==> config.mk <==
export PLATFORM = sky130hd
export DESIGN_NAME = pm_cap_regs
export DESIGN_NICKNAME = d
export VERILOG_FILES = /design/src/rtl/pm_cap_pkg.sv /design/src/rtl/pm_cap_regs.sv /design/src/rtl/pm_reset_sync.sv
export SDC_FILE = /design/constraint.sdc
export NUM_CORES = 1
export LEC_CHECK = 0
export ABC_AREA = 1
export BUFFER_PORTS_ARGS = -buffer_cell sky130_fd_sc_hd__buf_2
export CELL_PAD_IN_SITES_DETAIL_PLACEMENT = 0
export CELL_PAD_IN_SITES_GLOBAL_PLACEMENT = 2
export CORE_MARGIN = 2
export CORE_UTILIZATION = 21
export CTS_BUF_LIST = sky130_fd_sc_hd__clkbuf_4
export CTS_CLUSTER_SIZE = 24
export DETAILED_ROUTE_END_ITERATION = 8
export MAX_ROUTING_LAYER = met4
export PLACE_DENSITY_LB_ADDON = 0.1
export SLEW_MARGIN = 20
export SYNTH_ARGS = -nofsm -noshare
export SYNTH_HDL_FRONTEND = slang
export SYNTH_SLANG_ARGS = --single-unit
==> constraint.sdc <==
create_clock -name clk -period 1.4 [get_ports clk]
set_clock_uncertainty 0.15 [all_clocks]
set_input_delay 0.21 -clock clk [delete_from_list [all_inputs] [get_ports clk]]
set_output_delay 0.21 -clock clk [all_outputs]
set_load 0.005 [all_outputs]
==> src/rtl/pm_cap_pkg.sv <==
// Purpose: Shared constants, types and word builders for the power-management
//          capability register pair.
// Assumes: Configuration accesses are 16-bit halfwords at even byte offsets.
// Notes:   The power state enum relies on default codes 0 to 3 in order.
package pm_cap_pkg;

    // ------------------------------------------------------------
    // Register offsets and reset values
    // ------------------------------------------------------------
    localparam logic [7:0] CAP_WORD_OFFSET = 8'h52;
    localparam logic [7:0] CTRL_WORD_OFFSET = 8'h54;
    localparam logic [15:0] CAP_WORD_RESET = 16'h0603;
    localparam logic [15:0] CTRL_WORD_RESET = 16'h0008;
    localparam logic [15:0] UNMAPPED_READ_VALUE = 16'h0000;

    // ------------------------------------------------------------
    // Capabilities word fields
    // ------------------------------------------------------------
    localparam int WAKE_STATES_LSB = 11;
    localparam int WAKE_STATES_W = 5;
    localparam int DEEP_DOZE_BIT = 10;
    localparam int LIGHT_DOZE_BIT = 9;
    localparam int AUX_CURRENT_LSB = 6;
    localparam int AUX_CURRENT_W = 3;
    localparam int SPECIAL_INIT_BIT = 5;
    localparam int WAKE_BUS_CLOCK_BIT = 3;
    localparam int REVISION_LSB = 0;
    localparam int REVISION_W = 3;
    localparam logic [2:0] REVISION_OLD = 3'h2;
    localparam logic [2:0] REVISION_NEW = 3'h3;

    // ------------------------------------------------------------
    // Control/status word fields
    // ------------------------------------------------------------
    localparam int WAKE_FLAG_BIT = 15;
    localparam int WAKE_SCRATCH_BIT = 8;
    localparam int NO_SOFT_RESET_BIT = 3;
    localparam int POWER_STATE_LSB = 0;
    localparam int POWER_STATE_W = 2;
    localparam logic WAKE_SCRATCH_RESET = 1'b0;

    typedef enum logic [1:0] {
        PWR_D0,
        PWR_D1,
        PWR_D2,
        PWR_D3_HOT
    } powerState_t;

    typedef struct packed {
        logic rd;
        logic wr;
        logic [7:0] addr;
        logic [1:0] byteEn;
        logic [15:0] wrData;
    } cfgReq_t;

    typedef struct packed {
        logic valid;
        logic [15:0] data;
    } cfgRsp_t;

    // Builds the read-only capabilities word from the revision selector.
    function automatic logic [15:0] capWord(input logic revisionSelect);
        logic [15:0] w;
        w = 16'h0000;
        w[WAKE_STATES_LSB +: WAKE_STATES_W] = 5'h00;
        w[DEEP_DOZE_BIT] = 1'b1;
        w[LIGHT_DOZE_BIT] = 1'b1;
        w[AUX_CURRENT_LSB +: AUX_CURRENT_W] = 3'h0;
        w[SPECIAL_INIT_BIT] = 1'b0;
        w[WAKE_BUS_CLOCK_BIT] = 1'b0;
        w[REVISION_LSB +: REVISION_W] = revisionSelect ? REVISION_NEW : REVISION_OLD;
        return w;
    endfunction

    // Builds the control/status word from held state and the revision selector.
    function automatic logic [15:0] ctrlWord(input logic revisionSelect,
                                             input logic scratch,
                                             input powerState_t state);
        logic [15:0] w;
        w = 16'h0000;
        w[WAKE_FLAG_BIT] = 1'b0;
        w[WAKE_SCRATCH_BIT] = scratch;
        w[NO_SOFT_RESET_BIT] = revisionSelect;
        w[POWER_STATE_LSB +: POWER_STATE_W] = state;
        return w;
    endfunction

endpackage

==> src/rtl/pm_cap_regs.sv <==
// Purpose: Power-management capabilities word and control/status word of a
//          bridge function, reached through configuration reads and writes.
// Assumes: revisionSelect comes from the general control register on the same
//          clock, so it is read without synchronisation.
// Notes:   Read data answers one cycle after the request and shows the value
//          held before any write taken in the same cycle.
`timescale 1ns/100ps
// Summary of operation
// - Capabilities bits 15:11, wake-capable states, always read zero.
// - Capabilities bit 10 reads one: deep doze state supported.
// - Capabilities bit 9 reads one: light doze state supported.
// - Capabilities bits 8:6, auxiliary current, read zero.
// - Capabilities bit 5 reads zero: no special initialisation needed.
// - Capabilities bit 3 reads zero: wake needs no bus clock.
// - Revision field reads 010 when selector clear, 011 when set.
// - Revision selector input drives revision field and no-soft-reset bit.
// - Control bit 15, wake event flag, reads zero and ignores writes.
// - Control bits 14:13, data scale, read zero.
// - Control bits 12:9, data select, read zero.
// - Control bit 8 is a scratch bit, reset zero, no other effect.
// - Control bit 3 reads the revision selector: no soft reset.
// - Leaving hot D3 for D0 causes no internal reset; contents kept.
// - Control bits 1:0 hold power state, reset D0, take written value.
// - Reserved bits read zero in both words.
// - Reset values are 0603h and 0008h with selector set.
module pm_cap_regs
    import pm_cap_pkg::*;
(
    input wire logic clk,
    input wire logic nrst,
    input wire cfgReq_t cfgReq,
    input wire logic revisionSelect,
    output cfgRsp_t cfgRsp,
    output powerState_t devicePowerState,
    output logic wakeScratchBit,
    output logic powerStateChanged
);

    // ------------------------------------------------------------
    // Reset release
    // ------------------------------------------------------------
    logic nrstSync;

    pm_reset_sync resetSync (
        .clk(clk),
        .nrst(nrst),
        .nrstSync(nrstSync)
    );

    // ------------------------------------------------------------
    // Access decode
    // ------------------------------------------------------------
    // Bit 0 of the address is ignored; a halfword access names its word by
    // the even offset, and the byte enables pick the lanes within it.
    logic hitCap;
    logic hitCtrl;
    logic wrStateLane;
    logic wrScratchLane;

    always_comb begin
        hitCap = (cfgReq.addr[7:1] == CAP_WORD_OFFSET[7:1]);
        hitCtrl = (cfgReq.addr[7:1] == CTRL_WORD_OFFSET[7:1]);
        wrStateLane = cfgReq.wr && hitCtrl && cfgReq.byteEn[0];
        wrScratchLane = cfgReq.wr && hitCtrl && cfgReq.byteEn[1];
    end

    // ------------------------------------------------------------
    // Power state
    // ------------------------------------------------------------
    powerState_t powerState_q;
    powerState_t powerState_d;
    logic stateChanged_q;
    logic stateChanged_d;

    always_comb begin
        powerState_d = powerState_q;
        if (wrStateLane) begin
            powerState_d = powerState_t'(cfgReq.wrData[POWER_STATE_LSB +: POWER_STATE_W]);
        end
        stateChanged_d = (powerState_d != powerState_q);
    end

    // The state register is cleared only by the function reset; the move out
    // of hot D3 is an ordinary write and leaves every other bit untouched.
    always_ff @(posedge clk or negedge nrstSync) begin
        if (!nrstSync) begin
            powerState_q <= PWR_D0;
            stateChanged_q <= 1'b0;
        end else begin
            powerState_q <= powerState_d;
            stateChanged_q <= stateChanged_d;
        end
    end

    // ------------------------------------------------------------
    // Scratch bit
    // ------------------------------------------------------------
    logic scratch_q;
    logic scratch_d;

    always_comb begin
        scratch_d = scratch_q;
        if (wrScratchLane) begin
            scratch_d = cfgReq.wrData[WAKE_SCRATCH_BIT];
        end
    end

    always_ff @(posedge clk or negedge nrstSync) begin
        if (!nrstSync) begin
            scratch_q <= WAKE_SCRATCH_RESET;
        end else begin
            scratch_q <= scratch_d;
        end
    end

    // ------------------------------------------------------------
    // Read path
    // ------------------------------------------------------------
    // All fixed fields come from the word builders, so no write can reach
    // them; only the two held fields above are storage.
    cfgRsp_t rsp_q;
    cfgRsp_t rsp_d;
    logic readCap_q;
    logic readCap_d;
    logic readCtrl_q;
    logic readCtrl_d;

    always_comb begin
        rsp_d.valid = cfgReq.rd;
        rsp_d.data = rsp_q.data;
        readCap_d = 1'b0;
        readCtrl_d = 1'b0;
        if (cfgReq.rd) begin
            if (hitCap) begin
                rsp_d.data = capWord(revisionSelect);
                readCap_d = 1'b1;
            end else if (hitCtrl) begin
                rsp_d.data = ctrlWord(revisionSelect, scratch_q, powerState_q);
                readCtrl_d = 1'b1;
            end else begin
                rsp_d.data = UNMAPPED_READ_VALUE;
            end
        end
    end

    always_ff @(posedge clk or negedge nrstSync) begin
        if (!nrstSync) begin
            rsp_q <= '0;
            readCap_q <= 1'b0;
            readCtrl_q <= 1'b0;
        end else begin
            rsp_q <= rsp_d;
            readCap_q <= readCap_d;
            readCtrl_q <= readCtrl_d;
        end
    end

    // ------------------------------------------------------------
    // Outputs
    // ------------------------------------------------------------
    assign cfgRsp = rsp_q;
    assign devicePowerState = powerState_q;
    assign wakeScratchBit = scratch_q;
    assign powerStateChanged = stateChanged_q;
endmodule // pm_cap_regs

==> src/rtl/pm_reset_sync.sv <==
// Purpose: Two-stage release synchroniser for the active-low reset.
// Assumes: nrst may assert at any time; release is aligned to clk.
// Notes:   Assertion is immediate, release takes two edges.
`timescale 1ns/100ps
module pm_reset_sync (
    input wire logic clk,
    input wire logic nrst,
    output logic nrstSync
);

    logic stage1_q;
    logic stage2_q;

    always_ff @(posedge clk or negedge nrst) begin
        if (!nrst) begin
            stage1_q <= 1'b0;
            stage2_q <= 1'b0;
        end else begin
            stage1_q <= 1'b1;
            stage2_q <= stage1_q;
        end
    end

    assign nrstSync = stage2_q;

endmodule // pm_reset_sync

# Word-level counts from Yosys, hierarchy flattened
# Cells that the tools add are included.
# word_totals
reg_bits,23
n_memories,0
in_bits,31
rom_bits,0
latch_bits,0
mem_bits_rw,0
# op_classes
n_mul,0
n_mux,4
shift,0
addsub,0
n_eq_ne,3
bitwise_logic,0
n_reduce_logical,3
div,0
n_lt_le_gt_ge,0
# ops
op,count
"7-bit by 6-bit equality test with 1-bit output, second input constant",2
11-bit 2-to-1 mux,1
9-bit 2-to-1 mux,1
1-bit logical AND,3
2-bit 2-to-1 mux,1
2-bit != test,1
1-bit 2-to-1 mux,1

# Logic depth before layout (Yosys ltp)
# Gate-level depths: netlist of the first run.
# logic_depth
depth_word,5
depth_mapped,9
depth_no_buf,9

# Cells and area by module
# Synthesis of the first run repeated with hierarchy kept, for this count alone.
# unflattened
hier_cells,77
hier_area_um2,656.9
# by_module_without_submodules
mod,cells_each,seq_area_each_um2,area_per_inst_um2,n_inst
pm_cap_regs,74,250.2,603.1,1
pm_reset_sync,3,50.0,53.8,1

# Worst setup path before layout of the first run
# Ideal clock, no wire load.
# synth_path
path_type,input port to flip-flop
start,in cfgReq[25] (netlist name)
end,"reg powerState_q[1], in the netlist devicePowerState[1]"
required_time_ns,1.121
t_arrival_ns,0.776
path_stages,4
setup_slack_ns,0.345
path_cell_list,nand3b_1 > nor2_4 > nand4_2 > a21boi_0
# synth_via
elab_chain_cells,4
# synth_lines
item,line_no,text
start: declaration,pm_cap_regs.sv:31,"input wire cfgReq_t cfgReq,"
7-bit by 6-bit equality test with 1-bit output,pm_cap_regs.sv:62,hitCtrl = (cfgReq.addr[7:1] == CTRL_WORD_OFFSET[7:1]);
1-bit logical AND (2 in a row),pm_cap_regs.sv:63,wrStateLane = cfgReq.wr && hitCtrl && cfgReq.byteEn[0];
2-bit 2-to-1 mux,pm_cap_regs.sv:77,if (wrStateLane) begin
named net powerState_d[1],pm_cap_regs.sv:71,powerState_t powerState_d;
end signal: assignment,pm_cap_regs.sv:90,powerState_q <= powerState_d;
end: declaration,pm_cap_regs.sv:70,powerState_t powerState_q;
# The timed path passes the listed nets, and every way through them passes these cells.
# A chain may end at the register's enable or synchronous reset.

==> impl_metrics.yaml, run 1 <==
die:
  die_x_um: 59.6
  die_area_um2: 3550
  die_height_um: 59.6
  rows: 20
  start_util_pct: 21.6
  ios: 52
  coreArea_um2: 3000
timing:
  fin_crit_sh_pct: 84.7
  fin_crit_ns: 1.19
  setup_violations: 0
  setup_ws_ns: 0.214
  setup-tns-final_ns: 0
  max_freq_ghz: 0.843
  rsz0062_at_grt: "no"
  hold_viol: 0
  drv_slew: 0
  hold_ws_ns: 0.00580
layout:
  syn2layout_area_growth_pct: 26.3
  layout-drive-gt1-share_pct: 31.5
  layout.nets: 141
  n_antenna_cell: 0
critical_path:
  cp-endpoint: "cfgRsp[0]"
  cp.required_ns: 1.40
  path_buf_inv: 3
  worstPathCellList: "dlygate4sd3_1 > buf_2 > inv_1 > nand2_1 > nand3_1"
  worstSetupPathType: "in2reg"
  max_stage_delay_ns: 0.52
  ff2ff_setup_slack_ns: 0.42
  cp_data_arrival_time_ns: 1.18
  crit_fanout: 8
  crit_start: "cfgReq[27]"
  r2r_cells: 3
  reg2reg_to: "powerStateChanged"
  reg2reg_from: "devicePowerState[0]"
  crit_path_end_kind: "register"
  cp_top_family: "buffers and inverters"
  path_depth: 5
  critPathLaunchType: "input port"
  cpMaxStageDelayCell: "dlygate4sd3_1"
power_and_ir_drop:
  vdd_ir_drop_max_mv: 0.214
  power.density_nw_per_um2: 791
  leakage_uw: 0.000491
synthesis:
  ys_seq_area_share_pct: 46.3
  syn-cell-area_um2: 648
  ys_types: 16
  synthXorXnorAreaFrac_pct: 0
  synth-compound-area-share_pct: 4.63
  synth_fa_ha_area_share_pct: 0
  synthCells: 78
  synth_area_per_cell_um2: 8.31
  synth.mux.area_fraction_pct: 0
  yosysWarnings: 0
  yosys.area_share.simple_pct: 28.8
  synth_top_family_by_area: "simple AND/OR/NAND/NOR gates"
  ys_ff_latch: 12
global_route:
  grt_max_degree: 11
  overflow: 0
  antenna_found_initial: 0
  grt_pass1_vias: 506
  grt_pass1_wl_mm: 2.25
  grt_usage_pct: 8.82
clock_tree:
  cts.path.max_buffers: 2
  h-tree-depth: 1
  clock_latency_ns: 0.26
  cts_num_sinks: 12
  clkTransAtPathRegs_ns: 0.07
  postCtsSetupRepairBufs: 0
  numCtsBuffers: 3
  cts_tree: "built"
  cts-root-buf: "clkbuf_4"
drt:
  drtAntennaViolNets: 0
  routedWlPerCell_um: 9.75
  vias: 556
  routed_wl_mm: 1.38
  remaining_drc_errors: 0
  first_iter_violations: 18
  routed_via_density: 3.94
  dr.pass1.iters: 4
placement:
  dp_hpwl_mm: 1.11
  gp_congestion: 0.697
  io_buffers: 27
  dp_worst_setup_slack_ns: 0.0904
worst_hold_path:
  hp-class: "reg2async"
status:
  status: "finished clean"
flow_run:
  drv_cap: 0
==> where the power goes <==
group / internal (uW) / leakage, uW / switching (uW)
sequential: 358 / 0.000155 / 11.3
clock: 99.1 / 0.0000138 / 97.7
combinational: 35.8 / 0.000322 / 44.9
total: 493 / 0.000491 / 154
==> flip-flops by register name (all words and copies together) (netlist names) <==
register / count
cfgRsp: 6
powerStateChanged: 1
resetSync.nrstSync: 1
devicePowerState: 2
wakeScratchBit: 1
resetSync.stage1_q: 1
==> kinds of logic after synthesis <==
logic type	after synthesis
buffers and inverters	22
and+or+nand+nor	37
other	2
AOI/OAI and AO/OA	5
DFF	12
==> layer usage <==
layer	part of all wire [%]	vias up	global-route usage, %
met2	46	30	13.3
met5	0	-	-
li1	-	285	-
met1	44	239	10.9
met4	1.2	0	4.76
met3	8.6	2	1.97
==> placed cells by master (no fill, tap or decap) <==
cell,n
nor2_4,1
nor2_1,2
nand3_1,9
nor2_2,1
nand3b_1,1
o21ai_1,2
conb_1,11
dlygate4sd3_1,2
dfrtp_1,12
o21bai_1,1
nand4_2,2
o21ai_0,1
nand2_1,19
nand4_1,2
clkbuf_4,3
buf_2,27
a21boi_0,1
inv_1,11
==> through the flow <==
stage / utilization (%) / cell area [um2] / instances / power (uW)
after CTS: 27.3 / 818 / 141 / 666
final: 27.3 / 818 / 141 / 647
after global routing: 27.3 / 818 / 141 / 697
after floorplan: - / 682 / 87 / 427
after global placement: 25.8 / 776 / 136 / 454
after detailed placement: 25.8 / 776 / 136 / 454
==> worst reg2reg max path: cells and delay by family, from the launching register on <==
family | cells | cell delay, ns
flip-flops | 1 | 0.42
AO/OA/AOI/OAI | 1 | 0.17
AND/OR/NAND/NOR | 2 | 0.13
==> Yosys cell counts <==
library cell / number / area, um2
dfrtp_1: 12 / 300
conb_1: 2 / 7.51
nor2_2: 1 / 6.26
nand3b_1: 1 / 7.51
nand3_1: 9 / 45.0
nand2_1: 19 / 71.3
o21ai_0: 1 / 5.00
o21ai_1: 2 / 10.0
nor2_1: 2 / 7.51
nor2_4: 1 / 11.3
buf_4: 11 / 82.6
inv_1: 11 / 41.3
o21bai_1: 1 / 7.51
nand4_2: 2 / 25.0
nand4_1: 2 / 12.5
a21boi_0: 1 / 7.51
==> how the worst min path moves through the flow <==
stage                                  start                  to  slack, ns  depth (start not counted)
final                     resetSync.nrstSync      wakeScratchBit      0.006                          0
after CTS                          cfgReq[8]      wakeScratchBit       0.01                          3
after global routing               cfgReq[8]      wakeScratchBit       0.03                          3
after floorplan                         nrst  resetSync.nrstSync      -0.24                          0
after global placement                  nrst  resetSync.stage1_q      -0.15                          1
after detailed placement                nrst  resetSync.stage1_q      -0.15                          1
==> final cells by class <==
class                   instances  area (um2)
multi-input cells              53         258
clock buffers                   3        22.5
repair buffers                 29         155
well taps                      33        41.3
flip-flops and latches         12         300
inverters                      11        41.3
fillers                       332        2180
==> repair_timing <==
item                      4_1_cts  5_1_grt
gates resized for setup         0        0
hold endpoints to repair        3        0
hold buffers                    2        0
(Power assumes the default switching activity.)
==> inputs of run 2 (changes only) <==
CORE_UTILIZATION = 17   (was 21)
clock period = 1 ns   (was 1.4 ns; I/O delays follow)
==> run 2 against run 1 <==
The run now ends with negative setup slack left. Sequential power up 39%. Non-clock buffer count is 17 higher. Sequential share of layout area down 6.4 points. Register-to-register slack worse by 0.46 ns. Total power grew 49%. Via count rose by 13%. Critical path depth decreased by 4. Wire length rose by 13%. Cell count rose by 23%. Flip-flop and latch count did not move. First-iteration DRC count shrank 17%. Highest routed layer unchanged.
==> impl_metrics.yaml, run 2 (synthesized netlist as in run 1, its figures left out) <==
global_route:
  grt_pass1_vias: 579
  grt_pass1_wl_mm: 2.55
  grt_usage_pct: 8.12
  overflow: 0
  antenna_found_initial: 0
  grt_max_degree: 11
power_and_ir_drop:
  leakage_uw: 0.000583
  power.density_nw_per_um2: 974
  vdd_ir_drop_max_mv: 0.452
timing:
  drv_slew: 0
  hold_ws_ns: 0.0181
  setup_violations: 12
  setup_ws_ns: -0.0960
  fin_crit_sh_pct: 110
  hold_viol: 0
  fin_crit_ns: 1.10
  max_freq_ghz: 0.912
  rsz0062_at_grt: "yes"
critical_path:
  max_stage_delay_ns: 0.40
  cp_data_arrival_time_ns: 0.80
  crit_path_end_kind: "output port"
  critPathLaunchType: "register"
  crit_fanout: 2
  worstPathCellList: "buf_2"
  reg2reg_from: "devicePowerState[0]"
  cp_top_family: "flip-flops"
  cp.required_ns: 0.70
  worstSetupPathType: "reg2out"
  path_buf_inv: 1
  cpMaxStageDelayCell: "dfrtp_1"
  crit_start: "devicePowerState[1]"
layout:
  most-common-layout-cells: "buf_2 (26), nand2_1 (16), buf_4 (15)"
  layout_commonest_cell: "buf_2"
  largest_register_ff_count: 6
  layout.nets: 158
  fill_cells: 434
  syn2layout_area_growth_pct: 52.7
  layout-drive-gt1-share_pct: 46.4
  n_antenna_cell: 0
die:
  die_height_um: 65.7
  ios: 52
  start_util_pct: 17.7
  die_x_um: 65.7
  rows: 22
  coreArea_um2: 3660
  die_area_um2: 4320
worst_hold_path:
  hp-class: "reg2async"
placement:
  dp_worst_setup_slack_ns: -0.227
  gp_congestion: 0.685
  dp_hpwl_mm: 1.20
  io_buffers: 27
clock_tree:
  cts_tree: "built"
  cts.path.max_buffers: 2
  clkTransAtPathRegs_ns: 0.07
  cts-root-buf: "clkbuf_4"
  numCtsBuffers: 3
  h-tree-depth: 1
  clock_latency_ns: 0.27
  cts_num_sinks: 12
drt:
  remaining_drc_errors: 0
  dr.max_layer_used: "met4"
  vias: 631
  dr.pass1.iters: 2
  route.met2.wl_um: 743
  routedWlPerCell_um: 8.98
  wl_met1_um: 679
  wl_met3_um: 113
  routed_wl_mm: 1.55
  routed_via_density: 3.65
  first_iter_violations: 15
  drtAntennaViolNets: 0
flow_run:
  drv_cap: 0
status:
  status: "finished, violations left"
  violations: "negative setup slack"
-- run 2: cell types whose count changed in the layout (fill, tap and decap cells not counted), sizes merged --
| cell | previous run | this run |
|---|---|---|
| buf | 27 | 42 |
| dlygate4sd3 | 2 | 4 |
-- run 2: timing repair --
action | in CTS | in global routing
hold endpoints to repair | 6 | 0
resized for setup | 0 | 11
pin swaps | 0 | 6
hold buffers | 4 | 0
buffers inserted | 6 | 5
setup endpoints to repair | 11 | 14
-- run 2: power breakdown --
group          total (uW)  switching [uW]  internal [uW]  leakage [uW]
clock network         295             156            139     0.0000138
registers             515            14.0            501      0.000155
logic                 153            75.4           77.8      0.000414
total                 964             246            718      0.000583
-- run 2: final timing paths --
check | end | slack, ns | depth (start not counted)
setup / recovery | devicePowerState[1] | -0.1 | 1
hold / removal | cfgRsp[8] | 0.02 | 0
setup reg to reg | powerStateChanged | -0.04 | 4
hold reg to reg | cfgRsp[8] | 0.02 | 0
max in group asynchronous | devicePowerState[0] | 0.38 | 0
min in group clk | wakeScratchBit | 0.02 | 3
-- run 2: area by class of cell --
type | instances | area [um2] | area share, %
Sequential cell | 12 | 300 | 30.3
Timing Repair Buffer | 46 | 294 | 29.7
Multi-Input combinational cell | 53 | 272 | 27.4
Tap cell | 48 | 60.1 | 6.07
Inverter | 11 | 41.3 | 4.17
Clock buffer | 3 | 22.5 | 2.28
-- run 2: routing by layer --
layer  vias to the layer above  GRT usage [%]
met5                         -              -
met4                         0           2.34
met3                         2           3.77
met2                        27           12.2
met1                       281           9.70
li1                        321              -
-- run 2: through the flow --
stage / utilization [%] / area [um2] / total power, uW / cells / setup TNS (ns)
final: 27.0 / 990 / 964 / 173 / -0.840
after global routing: 27.0 / 990 / 1040 / 173 / -1.43
after CTS: 25.5 / 932 / 968 / 168 / -0.974
after detailed placement: 22.5 / 825 / 645 / 155 / -1.25
after global placement: 22.5 / 825 / 645 / 155 / -1.10
after floorplan: - / 682 / 598 / 87 / 0
-- run 2: worst reg2reg max path: cells and delay by family, from the launching register on --
kind | cells | cell delay (ns)
and+or+nand+nor | 2 | 0.11
DFF | 1 | 0.38
buffers and inverters | 1 | 0.15
AOI/OAI and AO/OA | 1 | 0.15
